<file path="config.mk">
export PLATFORM = sky130hd
export DESIGN_NAME = timer_pulse_accumulator_pwm
export DESIGN_NICKNAME = d
export VERILOG_FILES = /design/src/rtl/timer_pkg.sv /design/src/rtl/timer_pulse_accumulator_pwm.sv
export SDC_FILE = /design/constraint.sdc
export NUM_CORES = 1
export LEC_CHECK = 0
export ABC_AREA = 1
export ABC_CLOCK_PERIOD_IN_PS = 1600
export BUFFER_PORTS_ARGS = -buffer_cell sky130_fd_sc_hd__buf_4
export CELL_PAD_IN_SITES_DETAIL_PLACEMENT = 1
export CELL_PAD_IN_SITES_GLOBAL_PLACEMENT = 2
export CORE_UTILIZATION = 29
export DETAILED_ROUTE_END_ITERATION = 10
export GPL_ROUTABILITY_DRIVEN = 0
export PLACE_DENSITY = 0.84
export SYNTH_ARGS = -nofsm -noshare
export SYNTH_HDL_FRONTEND = slang
export SYNTH_SLANG_ARGS = --single-unit
</file>
<file path="constraint.sdc">
create_clock -name i_core_clk -period 1.6 [get_ports i_core_clk]
set_clock_uncertainty 0.2 [all_clocks]
set_input_delay 0.16 -clock i_core_clk [delete_from_list [all_inputs] [get_ports i_core_clk]]
set_output_delay 0.16 -clock i_core_clk [all_outputs]
set_load 0.01 [all_outputs]
</file>
<file path="src/rtl/timer_pkg.sv">
// constants, field layouts and state carrier of the timer block
package timer_pkg;

    // channel counts
    localparam int NUM_CMP = 2;
    localparam int NUM_CAP = 2;
    localparam int NUM_IN = NUM_CAP + 1;

    // register byte offsets
    localparam logic [7:0] OFS_CTRL = 8'h00;
    localparam logic [7:0] OFS_STATUS = 8'h04;
    localparam logic [7:0] OFS_MASK = 8'h08;
    localparam logic [7:0] OFS_COUNT = 8'h0C;
    localparam logic [7:0] OFS_ACCUM = 8'h10;
    localparam logic [7:0] OFS_DUTY = 8'h14;
    localparam logic [7:0] OFS_CMP0 = 8'h18;
    localparam logic [7:0] OFS_CMP1 = 8'h1C;
    localparam logic [7:0] OFS_CAP0 = 8'h20;
    localparam logic [7:0] OFS_CAP1 = 8'h24;
    localparam logic [7:0] OFS_GPO = 8'h28;

    // control field positions
    localparam int CTRL_ACC_EN = 0;
    localparam int CTRL_ACC_GATED = 1;
    localparam int CTRL_ACC_TOF = 2;
    localparam int CTRL_ACC_POL = 3;
    localparam int CTRL_CMP_ACT = 4;
    localparam int CTRL_CAP_EDGE = 8;
    localparam int CTRL_PWM_EN = 12;
    localparam int CTRL_W = 13;

    // status and mask bit positions
    localparam int ST_ACC_IN = 0;
    localparam int ST_ACC_OVF = 1;
    localparam int ST_CMP = 2;
    localparam int ST_CAP = 4;
    localparam int ST_TOF = 6;
    localparam int ST_W = 7;

    // gpo register layout: enables low, values above
    localparam int GPO_VAL = 8;

    // reset values
    localparam logic [CTRL_W-1:0] CTRL_RST = 13'h0000;
    localparam logic [ST_W-1:0] MASK_RST = 7'h00;
    localparam logic [15:0] CMP_RST = 16'hFFFF;
    localparam logic [7:0] DUTY_RST = 8'h80;

    // timing: counter advances once per four phase clocks
    localparam int PRESC_DIV = 4;
    localparam logic [1:0] PRESC_LAST = 2'(PRESC_DIV - 1);
    localparam int MIN_PULSE_CLKS = 2;

    // output compare pin actions
    typedef enum logic [1:0] {
        act_none,
        act_toggle,
        act_clear,
        act_set
    } cmp_act_type;

    // complete block state
    typedef struct packed {
        logic [1:0] presc;
        logic [15:0] free_run_counter;
        logic [7:0] accum_counter;
        logic [7:0] pwm_counter;
        logic [7:0] pwm_duty;
        logic pwm_pin;
        logic [CTRL_W-1:0] ctrl;
        logic [ST_W-1:0] status;
        logic [ST_W-1:0] mask;
        logic [NUM_CMP-1:0][15:0] cmp_val;
        logic [NUM_CMP-1:0] cmp_pend;
        logic [NUM_CMP-1:0] cmp_pin;
        logic [NUM_CAP-1:0][15:0] cap_val;
        logic [NUM_CAP-1:0] gpo_oe;
        logic [NUM_CAP-1:0] gpo_val;
        logic [NUM_IN-1:0] sync1;
        logic [NUM_IN-1:0] sync2;
        logic [NUM_IN-1:0] sync3;
        logic [NUM_IN-1:0] filt;
    } state_type;

    // apb request bundle
    typedef struct packed {
        logic psel;
        logic penable;
        logic pwrite;
        logic [7:0] paddr;
        logic [31:0] pwdata;
    } apb_req_type;

endpackage

</file>
<file path="src/rtl/timer_pulse_accumulator_pwm.sv">
// timer with free-running counter, pulse accumulator, compare, capture and pwm
// How it works
// - every timer input passes a two-stage synchroniser and then a digital filter before use.
// - the 16-bit free-running counter advances once every four phase clocks.
// - in event mode the leading edge bumps the accumulator and sets its input flag.
// - an accumulator wrap from all ones to zero sets the accumulator overflow flag.
// - in gated mode the input flag is set when the input falls back to inactive.
// - gated by counter overflow, the accumulator counts on 16-bit wraps while input is active.
// - in fast mode the pwm pin goes high when the pwm counter rolls from max to zero.
// - the pwm pin goes low when the pwm counter equals the duty value.
// - a compare match sets the compare flag first and changes the pin a cycle later.
// - a qualified capture edge latches the counter and sets the capture flag together.
// - a level driven on a capture pin as output still feeds the conditioner and captures.
`timescale 1ns/1ps
module timer_pulse_accumulator_pwm
    import timer_pkg::*;
(
    // clock and reset
    input wire logic i_core_clk,
    input wire logic i_srst,
    // apb slave
    input wire logic i_psel,
    input wire logic i_penable,
    input wire logic i_pwrite,
    input wire logic [7:0] i_paddr,
    input wire logic [31:0] i_pwdata,
    output logic [31:0] o_prdata,
    output logic o_pready,
    output logic o_pslverr,
    // timer pins
    input wire logic i_accum_input_pin,
    input wire logic [NUM_CAP-1:0] i_capture_pin,
    output logic [NUM_CAP-1:0] o_capture_pin,
    output logic [NUM_CAP-1:0] o_capture_pin_oe,
    output logic [NUM_CMP-1:0] o_compare_pin,
    output logic o_pwm_pin,
    // interrupt
    output logic o_irq
);

    state_type q;
    state_type d;
    apb_req_type req;

    logic tick;
    logic tof;
    logic acc_active;
    logic acc_lead;
    logic acc_trail;
    logic acc_inc;
    logic acc_wr;
    logic acc_ovf;
    logic pwm_set;
    logic rd_status;
    logic [NUM_IN-1:0] rise;
    logic [NUM_IN-1:0] fall;
    logic [NUM_CMP-1:0] cmp_hit;
    logic [NUM_CAP-1:0] cap_edge;
    logic [ST_W-1:0] set_vec;

    // offsets answered by this slave
    function automatic logic addr_mapped(input logic [7:0] a);
        unique case (a)
            OFS_CTRL, OFS_STATUS, OFS_MASK, OFS_COUNT, OFS_ACCUM, OFS_DUTY,
            OFS_CMP0, OFS_CMP1, OFS_CAP0, OFS_CAP1, OFS_GPO: addr_mapped = 1'b1;
            default: addr_mapped = 1'b0;
        endcase
    endfunction

    // request bundle
    assign req = '{psel: i_psel, penable: i_penable, pwrite: i_pwrite,
                   paddr: i_paddr, pwdata: i_pwdata};

    // zero wait states; unmapped offsets answer with an error
    assign o_pready = 1'b1;
    assign o_pslverr = req.psel && req.penable && !addr_mapped(req.paddr);

    // read mux; all sources are flops
    always_comb begin
        o_prdata = 32'h0000_0000;
        if (req.psel && !req.pwrite) begin
            unique case (req.paddr)
                OFS_CTRL: o_prdata = 32'(q.ctrl);
                OFS_STATUS: o_prdata = 32'(q.status);
                OFS_MASK: o_prdata = 32'(q.mask);
                OFS_COUNT: o_prdata = 32'(q.free_run_counter);
                OFS_ACCUM: o_prdata = 32'(q.accum_counter);
                OFS_DUTY: o_prdata = 32'(q.pwm_duty);
                OFS_CMP0: o_prdata = 32'(q.cmp_val[0]);
                OFS_CMP1: o_prdata = 32'(q.cmp_val[1]);
                OFS_CAP0: o_prdata = 32'(q.cap_val[0]);
                OFS_CAP1: o_prdata = 32'(q.cap_val[1]);
                OFS_GPO: o_prdata = {16'h0000, 6'h00, q.gpo_val, 6'h00, q.gpo_oe};
                default: o_prdata = 32'h0000_0000;
            endcase
        end
    end

    // next-state logic for the whole block
    always_comb begin
        logic [NUM_IN-1:0] src;
        logic [1:0] sel;
        cmp_act_type act;
        src = '0;
        sel = '0;
        act = act_none;
        d = q;

        // conditioner: gpo level loops back into the capture input
        src = {(q.gpo_oe & q.gpo_val) | (~q.gpo_oe & i_capture_pin), i_accum_input_pin};
        d.sync1 = src;
        d.sync2 = q.sync1;
        d.sync3 = q.sync2;
        // filter: a level is taken only once two samples agree, spikes die here
        for (int i = 0; i < NUM_IN; i++) begin
            if (q.sync2[i] == q.sync3[i]) begin
                d.filt[i] = q.sync3[i];
            end
        end
        rise = d.filt & ~q.filt;
        fall = ~d.filt & q.filt;

        // prescaler and free-running counter
        d.presc = q.presc + 2'h1;
        tick = (q.presc == PRESC_LAST);
        if (tick) begin
            d.free_run_counter = q.free_run_counter + 16'h0001;
        end
        tof = tick && (q.free_run_counter == 16'hFFFF);

        // pulse accumulator; polarity picks which edge leads
        acc_active = (q.filt[0] == q.ctrl[CTRL_ACC_POL]);
        acc_lead = q.ctrl[CTRL_ACC_EN] && !q.ctrl[CTRL_ACC_GATED] &&
                   (q.ctrl[CTRL_ACC_POL] ? rise[0] : fall[0]);
        acc_trail = q.ctrl[CTRL_ACC_EN] && q.ctrl[CTRL_ACC_GATED] &&
                    (q.ctrl[CTRL_ACC_POL] ? fall[0] : rise[0]);
        if (!q.ctrl[CTRL_ACC_EN]) begin
            acc_inc = 1'b0;
        end else if (!q.ctrl[CTRL_ACC_GATED]) begin
            acc_inc = acc_lead;
        end else if (q.ctrl[CTRL_ACC_TOF]) begin
            acc_inc = tof && acc_active;
        end else begin
            acc_inc = tick && acc_active;
        end
        acc_ovf = acc_inc && (q.accum_counter == 8'hFF);
        if (acc_inc) begin
            d.accum_counter = q.accum_counter + 8'h01;
        end

        // fast pwm; disabled channel parks low with counter cleared
        pwm_set = q.ctrl[CTRL_PWM_EN] && tick && (q.pwm_counter == 8'hFF);
        if (!q.ctrl[CTRL_PWM_EN]) begin
            d.pwm_counter = 8'h00;
            d.pwm_pin = 1'b0;
        end else begin
            if (tick) begin
                d.pwm_counter = q.pwm_counter + 8'h01;
            end
            if (pwm_set) begin
                d.pwm_pin = 1'b1;
            end else if (q.pwm_counter == q.pwm_duty) begin
                d.pwm_pin = 1'b0;
            end
        end

        // output compare: match checked on the cycle the counter takes a new value
        for (int k = 0; k < NUM_CMP; k++) begin
            cmp_hit[k] = (q.presc == 2'h0) && (q.free_run_counter == q.cmp_val[k]);
            d.cmp_pend[k] = cmp_hit[k];
            act = cmp_act_type'(q.ctrl[CTRL_CMP_ACT + 2*k +: 2]);
            if (q.cmp_pend[k]) begin
                unique case (act)
                    act_none: d.cmp_pin[k] = q.cmp_pin[k];
                    act_toggle: d.cmp_pin[k] = !q.cmp_pin[k];
                    act_clear: d.cmp_pin[k] = 1'b0;
                    act_set: d.cmp_pin[k] = 1'b1;
                endcase
            end
        end

        // input capture: 01 rising, 10 falling, 11 both
        for (int k = 0; k < NUM_CAP; k++) begin
            sel = q.ctrl[CTRL_CAP_EDGE + 2*k +: 2];
            cap_edge[k] = (sel[0] && rise[k+1]) || (sel[1] && fall[k+1]);
            if (cap_edge[k]) begin
                d.cap_val[k] = q.free_run_counter;
            end
        end

        // sticky status; read clears, a fresh event in the same cycle wins
        set_vec = '0;
        set_vec[ST_ACC_IN] = acc_lead || acc_trail;
        set_vec[ST_ACC_OVF] = acc_ovf;
        set_vec[ST_CMP +: NUM_CMP] = cmp_hit;
        set_vec[ST_CAP +: NUM_CAP] = cap_edge;
        set_vec[ST_TOF] = tof;
        rd_status = req.psel && req.penable && !req.pwrite && (req.paddr == OFS_STATUS);
        d.status = (rd_status ? '0 : q.status) | set_vec;

        // register writes take effect at the access-phase edge
        acc_wr = req.psel && req.penable && req.pwrite && (req.paddr == OFS_ACCUM);
        if (req.psel && req.penable && req.pwrite) begin
            unique case (req.paddr)
                OFS_CTRL: d.ctrl = req.pwdata[CTRL_W-1:0];
                OFS_MASK: d.mask = req.pwdata[ST_W-1:0];
                OFS_ACCUM: d.accum_counter = req.pwdata[7:0];
                OFS_DUTY: d.pwm_duty = req.pwdata[7:0];
                OFS_CMP0: d.cmp_val[0] = req.pwdata[15:0];
                OFS_CMP1: d.cmp_val[1] = req.pwdata[15:0];
                OFS_GPO: begin
                    d.gpo_oe = req.pwdata[NUM_CAP-1:0];
                    d.gpo_val = req.pwdata[GPO_VAL +: NUM_CAP];
                end
                default: d.ctrl = q.ctrl;
            endcase
        end
    end

    // state register
    always_ff @(posedge i_core_clk) begin
        if (i_srst) begin
            q <= '0;
            q.ctrl <= CTRL_RST;
            q.mask <= MASK_RST;
            q.pwm_duty <= DUTY_RST;
            q.cmp_val <= {NUM_CMP{CMP_RST}};
        end else begin
            q <= d;
        end
    end

    // pin outputs straight from flops; irq is a level formed from the status and mask flops
    assign o_capture_pin = q.gpo_val;
    assign o_capture_pin_oe = q.gpo_oe;
    assign o_compare_pin = q.cmp_pin;
    assign o_pwm_pin = q.pwm_pin;
    assign o_irq = |(q.status & q.mask);
endmodule

</file>
**Yosys cells after proc, flatten, opt, wreduce, memory -nomap -nowiden**

Index checks and enable logic that the tools add are counted.

- Reductions and logical operators: 46
- Bitwise gates (word level): 13
- $add $sub $neg: 4
- Divide/modulo/power cells: 0
- Equality and inequality tests: 27
- Magnitude comparators: 0
- Multiplexer cells: 19
- Shift operators: 0
- $mul: 0

Operators by type and width:

| cell | count |
|---|---|
| one-hot mux 16 bit (11 select lines) | 1 |
| == test 16 bit | 2 |
| == test 8 x 5 -> 1 bit (second input constant) | 4 |
| == test 8 x 6 -> 1 bit (second input constant) | 3 |
| two-way mux 8 bit | 3 |
| logical AND 1 bit | 22 |
| adder 16 x 1 -> 16 bit (second input constant) | 1 |
| adder 8 x 1 -> 8 bit (second input constant) | 2 |
| == test 16 bit (second input constant) | 1 |
| == test 8 x 4 -> 1 bit (second input constant) | 2 |
| == test 8 bit (second input constant) | 2 |
| two-way mux 16 bit | 1 |
| AND reduction 2 bit | 8 |
| two-way mux 1 bit | 11 |
| OR reduction 11 bit | 1 |
| == test 2 bit (second input constant) | 5 |
| == test 8 x 3 -> 1 bit (second input constant) | 1 |
| == test 8 bit | 1 |
| logical NOT 8 bit | 1 |
| bitwise AND 7 bit | 1 |
| two-way mux 7 bit | 1 |
| OR 7 bit | 1 |
| OR reduction 7 bit | 1 |
| bitwise AND 3 bit | 2 |
| 14 further kinds | 31 |

- Memories kept: 0
- Latch bits: 0
- ROM bits: 0
- Bits in writable memories: 0
- Logic and storage cells: 131
- Input bits: 48
- Flip-flop bits (word level): 154

**Longest topological paths before layout**

Gate-level depths: netlist of the first run.

- Word-level depth: 11
- Mapped depth: 12
- Depth with buffers taken out: 11

**Worst setup path before layout of the first run**

No wires, ideal clock.

- Kind: register to register
- Start: register q[152] (netlist bit)
- End: register q[149] (netlist bit)
- Stages on the path, launching flop included: 12
- Buffers on the path: 1
- Setup slack: -107 ps
- Period minus slack after synthesis: 1,707 ps
- Data arrival time: 1,427 ps
- Cell sequence: dfxtp_1 -> ha_1 -> buf_4 -> nand2_1 -> inv_1 -> nand2_2 -> nor2_2 -> nand2_1 -> nor2_2 -> nand2_1 -> o21ai_1 -> nor3b_1

- Longest elaborated chain between the ends: 1

RTL lines:

| element | RTL line | RTL |
|---|---|---|
| from (decl) | timer_pulse_accumulator_pwm.sv:41 | `state_type q;` |
| == test 2 bit | timer_pulse_accumulator_pwm.sv:125 | `tick = (q.presc == PRESC_LAST);` |

Every way passes these cells.
A chain may end at the register's enable or synchronous reset.

**Final worst setup path of the first run**

- Start: input port i_paddr[1]
- End: output port o_prdata[0]

- Longest elaborated chain between the ends: 3
- Elaborated cells between the ends (all ways): 13

RTL lines:

| element | RTL line | RTL |
|---|---|---|
| from (decl) | timer_pulse_accumulator_pwm.sv:25 | `input wire logic [7:0] i_paddr,` |
| == test 8 x 6 -> 1 bit (tied with other cells) | timer_pulse_accumulator_pwm.sv:82 | `unique case (req.paddr)` |
| one-hot mux 16 bit (11 select lines) * | timer_pulse_accumulator_pwm.sv:82 |  |
| two-way mux 16 bit * | timer_pulse_accumulator_pwm.sv:81 | `if (req.psel && !req.pwrite) begin` |
| to (decl) | timer_pulse_accumulator_pwm.sv:27 | `output logic [31:0] o_prdata,` |

Mark *: on every way between the ends. The rest lies on a longest branch, timed or not.

==> results of run 1 <==
[power by group through the flow]
stage | Clock [uW] | Combinational [uW] | Sequential [uW]
after floorplan | 0 | 218 | 3950
after global placement | 0 | 441 | 3950
after detailed placement | 0 | 449 | 3950
after CTS | 4200 | 583 | 3860
after global routing | 4360 | 687 | 3860
final | 4150 | 649 | 3860
[area by class of cell]
| type | instances | area (um2) |
|---|---|---|
| well taps | 335 | 419 |
| fillers | 3156 | 14400 |
| clock inverters | 14 | 155 |
| multi-input cells | 798 | 4780 |
| clock buffers | 18 | 429 |
| flip-flops and latches | 154 | 3110 |
| repair buffers | 252 | 2380 |
| inverters | 143 | 591 |
[stage by stage]
step	instance area [um2]	hold WS, ns	cells
floorplan	7930	0.0670	1155
global placement	9660	0.161	1626
detailed placement	9660	0.173	1626
CTS	11200	0.0519	1701
global route	11900	0.0906	1714
finish	11900	0.0831	1714
[metal layers]
| layer | wire length, um | track usage | vias up |
|---|---|---|---|
| met2 | 16600 | 0.410 | 216 |
| li1 | - | - | 4132 |
| met4 | 1020 | 0.0914 | 0 |
| met1 | 14300 | 0.287 | 4265 |
| met3 | 1310 | 0.0386 | 58 |
| met5 | 0 | 0 | - |
[flip-flops by register name, summed over array words and instances, names as in the netlist]
register and flops:
d 6, o_capture_pin 2, o_capture_pin_oe 2, o_compare_pin 2
o_pwm_pin 1, q 141
[cell usage after synthesis (2+ instances only)]
cell type  count  area [um2]
nand2_1      237         890
clkbuf_1      21        78.8
nand3_1       57         285
o22ai_1        9        56.3
o21ai_0      130         651
dfxtp_1      154        3080
nor3b_1        2        15.0
nor2_2        10        62.6
nand4_1       12        75.1
nor3_1        18        90.1
nor4_1         4        25.0
xnor2_1        7        61.3
nand2_4        2        22.5
nor2_4         8        90.1
nor2_1       120         450
inv_2         10        37.5
ha_1           5        62.6
nand2_2        6        37.5
inv_1        133         499
buf_6          2        22.5
conb_1         2        7.51
a31oi_1        2        12.5
buf_2         11        55.1
nand3_2        3        30.0
nand4_2        2        25.0
o211ai_1       8        60.1
a21oi_1       99         495
xor2_1        15         131
buf_4         28         210
a211oi_1       6        45.0
o21ai_1        8        40.0
[tightest hold or removal path, delay by kind of cell]
family,cells,cell delay (ns)
AO/OA/AOI/OAI,2,0.13
buffers and inverters,2,0.29
AND/OR/NAND/NOR,1,0.07
[timing repair]
item | CTS | global route
resized for setup | 203 | 148
gates cloned | 3 | 3
pin swaps | 84 | 56
hold buffers | 21 | 1
endpoints found under the setup margin | 57 | 76
buffers inserted | 22 | 12
hold endpoints to repair | 79 | 5
[cell usage in the layout, fill, tap and decap left out, types with 3 or more instances in the layout]
master,n
a21oi_2,10
inv_2,22
dfxtp_1,141
xor2_1,15
buf_8,3
o21ai_2,22
nor2_1,91
a211oi_1,6
conb_1,17
dlygate4sd3_1,21
o22ai_1,7
clkbuf_16,20
nand2_4,25
inv_4,12
inv_8,3
o211ai_1,8
inv_1,103
buf_6,49
nand4_1,12
dfxtp_2,10
buf_4,162
inv_6,6
buf_12,14
nand2_1,190
a21oi_1,89
nor3_1,10
nand2_2,30
ha_4,3
dfxtp_4,3
nor2_2,19
o21ai_0,84
nand3_4,6
nand3_2,20
o21ai_1,30
clkinvlp_4,8
nor3_2,7
nand3_1,34
nor2_4,29
xnor2_1,7
[cells by family (layout without fill, tap and decap cells)]
group,Yosys count,in the layout,share of synthesized area
simple gates,483,486,0.272
compound gates,268,268,0.182
buf+inv,206,427,0.116
flops,154,154,0.396
xor+xnor,22,22,0.0247
fa+ha+maj,5,5,0.00803
other cells,2,17,0.000964
[final timing paths]
kind	endpoint	slack [ns]	cells past startpoint
max	o_prdata[0]	-0.39	14
min reg2reg	d[5]	0.21	2
min	q[120]	0.08	5
max reg2reg	q[134]	-0.37	12
==> out/metrics.yaml, run 1 <==
place:
  dp_slack_ns: -0.439
  numPortBuffers: 56
  place_hpwl_um: 22400
run:
  max_cap_viol_count: 0
die:
  std_cell_rows: 59
  fp.dieH_um: 166
  die_area_um2: 27500
  start_util: 0.297
  die_x_um: 166
  io_pins: 90
  fp.coreArea_um2: 26200
synthesis:
  synthFlopType: "dfxtp_1"
  synth_cells: 1140
  syn_avg_cell_area_um2: 6.83
  async_flop_share: 0
  synth_edf_count: 0
  synthDistinctLibCells: 40
  synth_seq_cells: 154
  ys_warn_count: 0
  ys_seq_area_frac: 0.396
  syn_area_um2: 7790
sta:
  finalMaxSlewViolations: 0
  finalCritPeriodShare: 1.25
  final-setup-viol-count: 46
  max_freq_mhz: 502
  final.setup.tns_ns: -10.73
  setup_slack_ns: -0.393
  rsz0062_at_grt: "true"
  hold_viol: 0
  period_minus_slack_ns: 1.99
setup_path:
  crit_chain: "buf_8 > nor2_4 > nand3_4 > buf_6 > nor2_4 > buf_4 > buf_6 > nand2_2 > nand2_2 > nor2_1 > nand3_1 > nand2_2 > inv_2 > buf_6"
  reg2reg_from: "q[137]"
  cp-startpoint: "i_paddr[1]"
  path_class: "primary input to output pin"
  critPathTopFamily: "simple AND/OR/NAND/NOR gates"
  cpMaxStageDelayCell: "nor2_4"
  crit_arrival_ns: 1.63
  crit_fanout: 4
  crit_required_ns: 1.24
  start_kind: "primary input"
  cp-end-kind: "output pin"
  worst-path-buf-inv: 6
  slowest_delay_ns: 0.21
global_route:
  grt_use_total: 0.234
  grt_overflow: 0
  grt_max_degree: 93
  grt_pass1_wl_um: 49900
  first_global_vias: 8841
  antenna_found_initial: 0
power_and_ir_drop:
  switching_share: 0.268
  p_clk_frac: 0.479
  p_comb_frac: 0.075
  p_total_uw: 8660
  sequentialPowerShare: 0.446
  power.static_leakage_uw: 0.00524
  ir_drop_mv: 0.669
  power.net_switching_uw: 2320
  internal_power_uw: 6340
  pwr_density_cell_nw_per_um2: 731
route:
  drt_drc_violations_left: 5
  ant_nets: 0
  num_vias: 8671
  drt_iter0_markers: 541
  drt_pass1_iterations: 10
  wl_per_cell_um: 19.4
  routed_wl_um: 33300
  routed_via_density: 5.06
hold_path:
  hold_path_class: "primary input to flop"
  hold_start: "i_srst"
clocking:
  cts-root-buf: "clkbuf_16"
  cts.path.max_buffers: 2
  clkSinkCount: 154
  cts_inserted_buffers: 17
  cts_tree: "done"
  clock_latency_ns: 0.44
  htree_levels: 4
  cts.clk_slew.worst_paths_ns: 0.06
final_layout:
  diodes: 0
  syn_to_final_growth_pct: 52.2
  utilization: 0.452
  nets: 1419
  layout-drive-gt1-share: 0.365
outcome:
  violations: "DRC, setup timing"
  status: "finished, violations left"
(Power assumes the default switching activity.)
==> run 2: changes to the inputs <==
- CELL_PAD_IN_SITES_DETAIL_PLACEMENT: 1 -> default
- CELL_PAD_IN_SITES_GLOBAL_PLACEMENT: 2 -> default
- CORE_UTILIZATION: 29 -> 35
- PLACE_DENSITY: 0.84 -> 0.63
==> out/metrics.yaml, run 2 (synthesized netlist as in run 1, its figures left out) <==
power_and_ir_drop:
  ir_drop_mv: 0.628  # -6.2%
  power.static_leakage_uw: 0.00503  # -4.0%
  pwr_density_cell_nw_per_um2: 772  # +5.7%
place:
  dp_slack_ns: -0.426  # +0.0133 ns
  numPortBuffers: 56  # unchanged
  place_hpwl_um: 18900  # -16%
hold_path:
  hold_path_class: "primary input to flop"
global_route:
  grt_pass1_wl_um: 42700  # -14%
  grt_max_degree: 93  # unchanged
  antenna_found_initial: 0  # unchanged
  grt_use_total: 0.250  # +0.0156
  grt_overflow: 0  # unchanged
  first_global_vias: 7982  # -9.7%
route:
  ant_nets: 0  # unchanged
  drt_drc_violations_left: 0  # -5
  num_vias: 8427  # -2.8%
  routed_via_density: 5.15  # +1.8%
  drt_iter0_markers: 733  # +35%
  routed_wl_um: 28500  # -14%
  wl_per_cell_um: 17.4  # -10%
  drt_pass1_iterations: 5  # -5
sta:
  finalMaxSlewViolations: 0  # unchanged
  finalCritPeriodShare: 1.25  # +0.00164
  hold_ws_ns: 0.0191  # -0.0640 ns
  rsz0062_at_grt: "true"
  final-setup-viol-count: 40  # -13%
  hold_viol: 0  # unchanged
  max_freq_mhz: 501  # -0.13%
  period_minus_slack_ns: 2.00  # +0.00262 ns
  setup_slack_ns: -0.396  # -0.00262 ns
clocking:
  clock_latency_ns: 0.43  # about the same
  cts_tree: "done"
  cts-root-buf: "clkbuf_16"
  clkSinkCount: 154  # unchanged
  cts.path.max_buffers: 2  # unchanged
  htree_levels: 4  # unchanged
  cts_inserted_buffers: 17  # unchanged
  cts.clk_slew.worst_paths_ns: 0.06  # about the same
final_layout:
  diodes: 0  # unchanged
  syn_to_final_growth_pct: 47.9
  nets: 1396  # -1.6%
  largest_reg_flops: 141  # unchanged
  final_cell_mix: "194 x nand2_1, 144 x buf_4, 136 x dfxtp_1"
  regMostFlops: "q"
  fillers: 2051  # -35%
  layout-drive-gt1-share: 0.347  # -0.0181
  layout_commonest_cell: "nand2_1"
run:
  max_cap_viol_count: 0  # unchanged
setup_path:
  crit_required_ns: 1.24  # about the same
  cp-end-kind: "output pin"
  path_class: "primary input to output pin"
  crit_fanout: 8  # +4
  crit_arrival_ns: 1.64  # about the same
  start_kind: "primary input"
die:
  die_x_um: 151  # -8.9%
  io_pins: 90  # unchanged
  std_cell_rows: 54  # -8.5%
  start_util: 0.357  # +0.0597
  fp.dieH_um: 151  # -8.9%
  die_area_um2: 22900  # -17%
  fp.coreArea_um2: 21800  # -17%
outcome:
  status: "finished, violations left"
  violations: "setup timing"
==> run 2: critical path: stages <==
cell	delay, ns
buf_8	0.08
clkinvlp_4	0.15
nor3_4	0.27
nand2_2	0.11
o211ai_1	0.12
nor2_1	0.07
nand2_1	0.14
nand2_2	0.12
buf_12	0.19
nor2_4	0.11
buf_6	0.11
==> run 2: layout make-up <==
type,count,area [um2],area share
clock buffers,20,457,0.0397
clock inverters,12,185,0.0161
inverters,143,594,0.0516
multi-input cells,798,4650,0.404
flip-flops and latches,154,3110,0.270
well taps,280,350,0.0304
repair buffers,229,2170,0.188
==> run 2: repair_timing <==
| action | 4_1_cts | 5_1_grt |
|---|---|---|
| pin swaps | 70 | 74 |
| hold buffers | 20 | 0 |
| setup endpoints to repair | 43 | 65 |
| setup buffers | 30 | 14 |
| endpoints found under the hold margin | 76 | 0 |
| gates resized for setup | 167 | 163 |
| cloned | 3 | 2 |
==> run 2: where the power goes <==
part | switching, uW | internal [uW]
registers | 13.8 | 3850
logic | 334 | 246
clock network | 1730 | 2720
==> run 2: path summary, 6_finish.rpt <==
kind | start | end | slack [ns] | depth (start not counted)
setup / recovery | i_paddr[2] | o_prdata[12] | -0.40 | 11
hold reg to reg | d[8] | d[5] | 0.20 | 2
setup reg to reg | q[137] | q[134] | -0.32 | 12
hold / removal | i_penable | q[94] | 0.02 | 4
==> run 2: metal layers <==
metal	vias to the layer above	part of all wire	global-route usage
met5	-	0	0
met4	0	0.039	0.125
met3	77	0.086	0.0738
met2	352	0.46	0.397
met1	3917	0.42	0.306
li1	4081	-	-
==> run 2: metrics by stage <==
| stage | instance area, um2 | util | cells | power, uW | TNS, ns |
|---|---|---|---|---|---|
| floorplan | 7930 | - | 1155 | 4170 | -0.174 |
| finish | 11500 | 0.528 | 1636 | 8890 | -9.64 |
| global placement | 9310 | 0.427 | 1542 | 4350 | -23.85 |
| detailed placement | 9310 | 0.427 | 1542 | 4360 | -25.09 |
| CTS | 10900 | 0.499 | 1625 | 8880 | -7.09 |
| global route | 11500 | 0.528 | 1636 | 9160 | -12.65 |
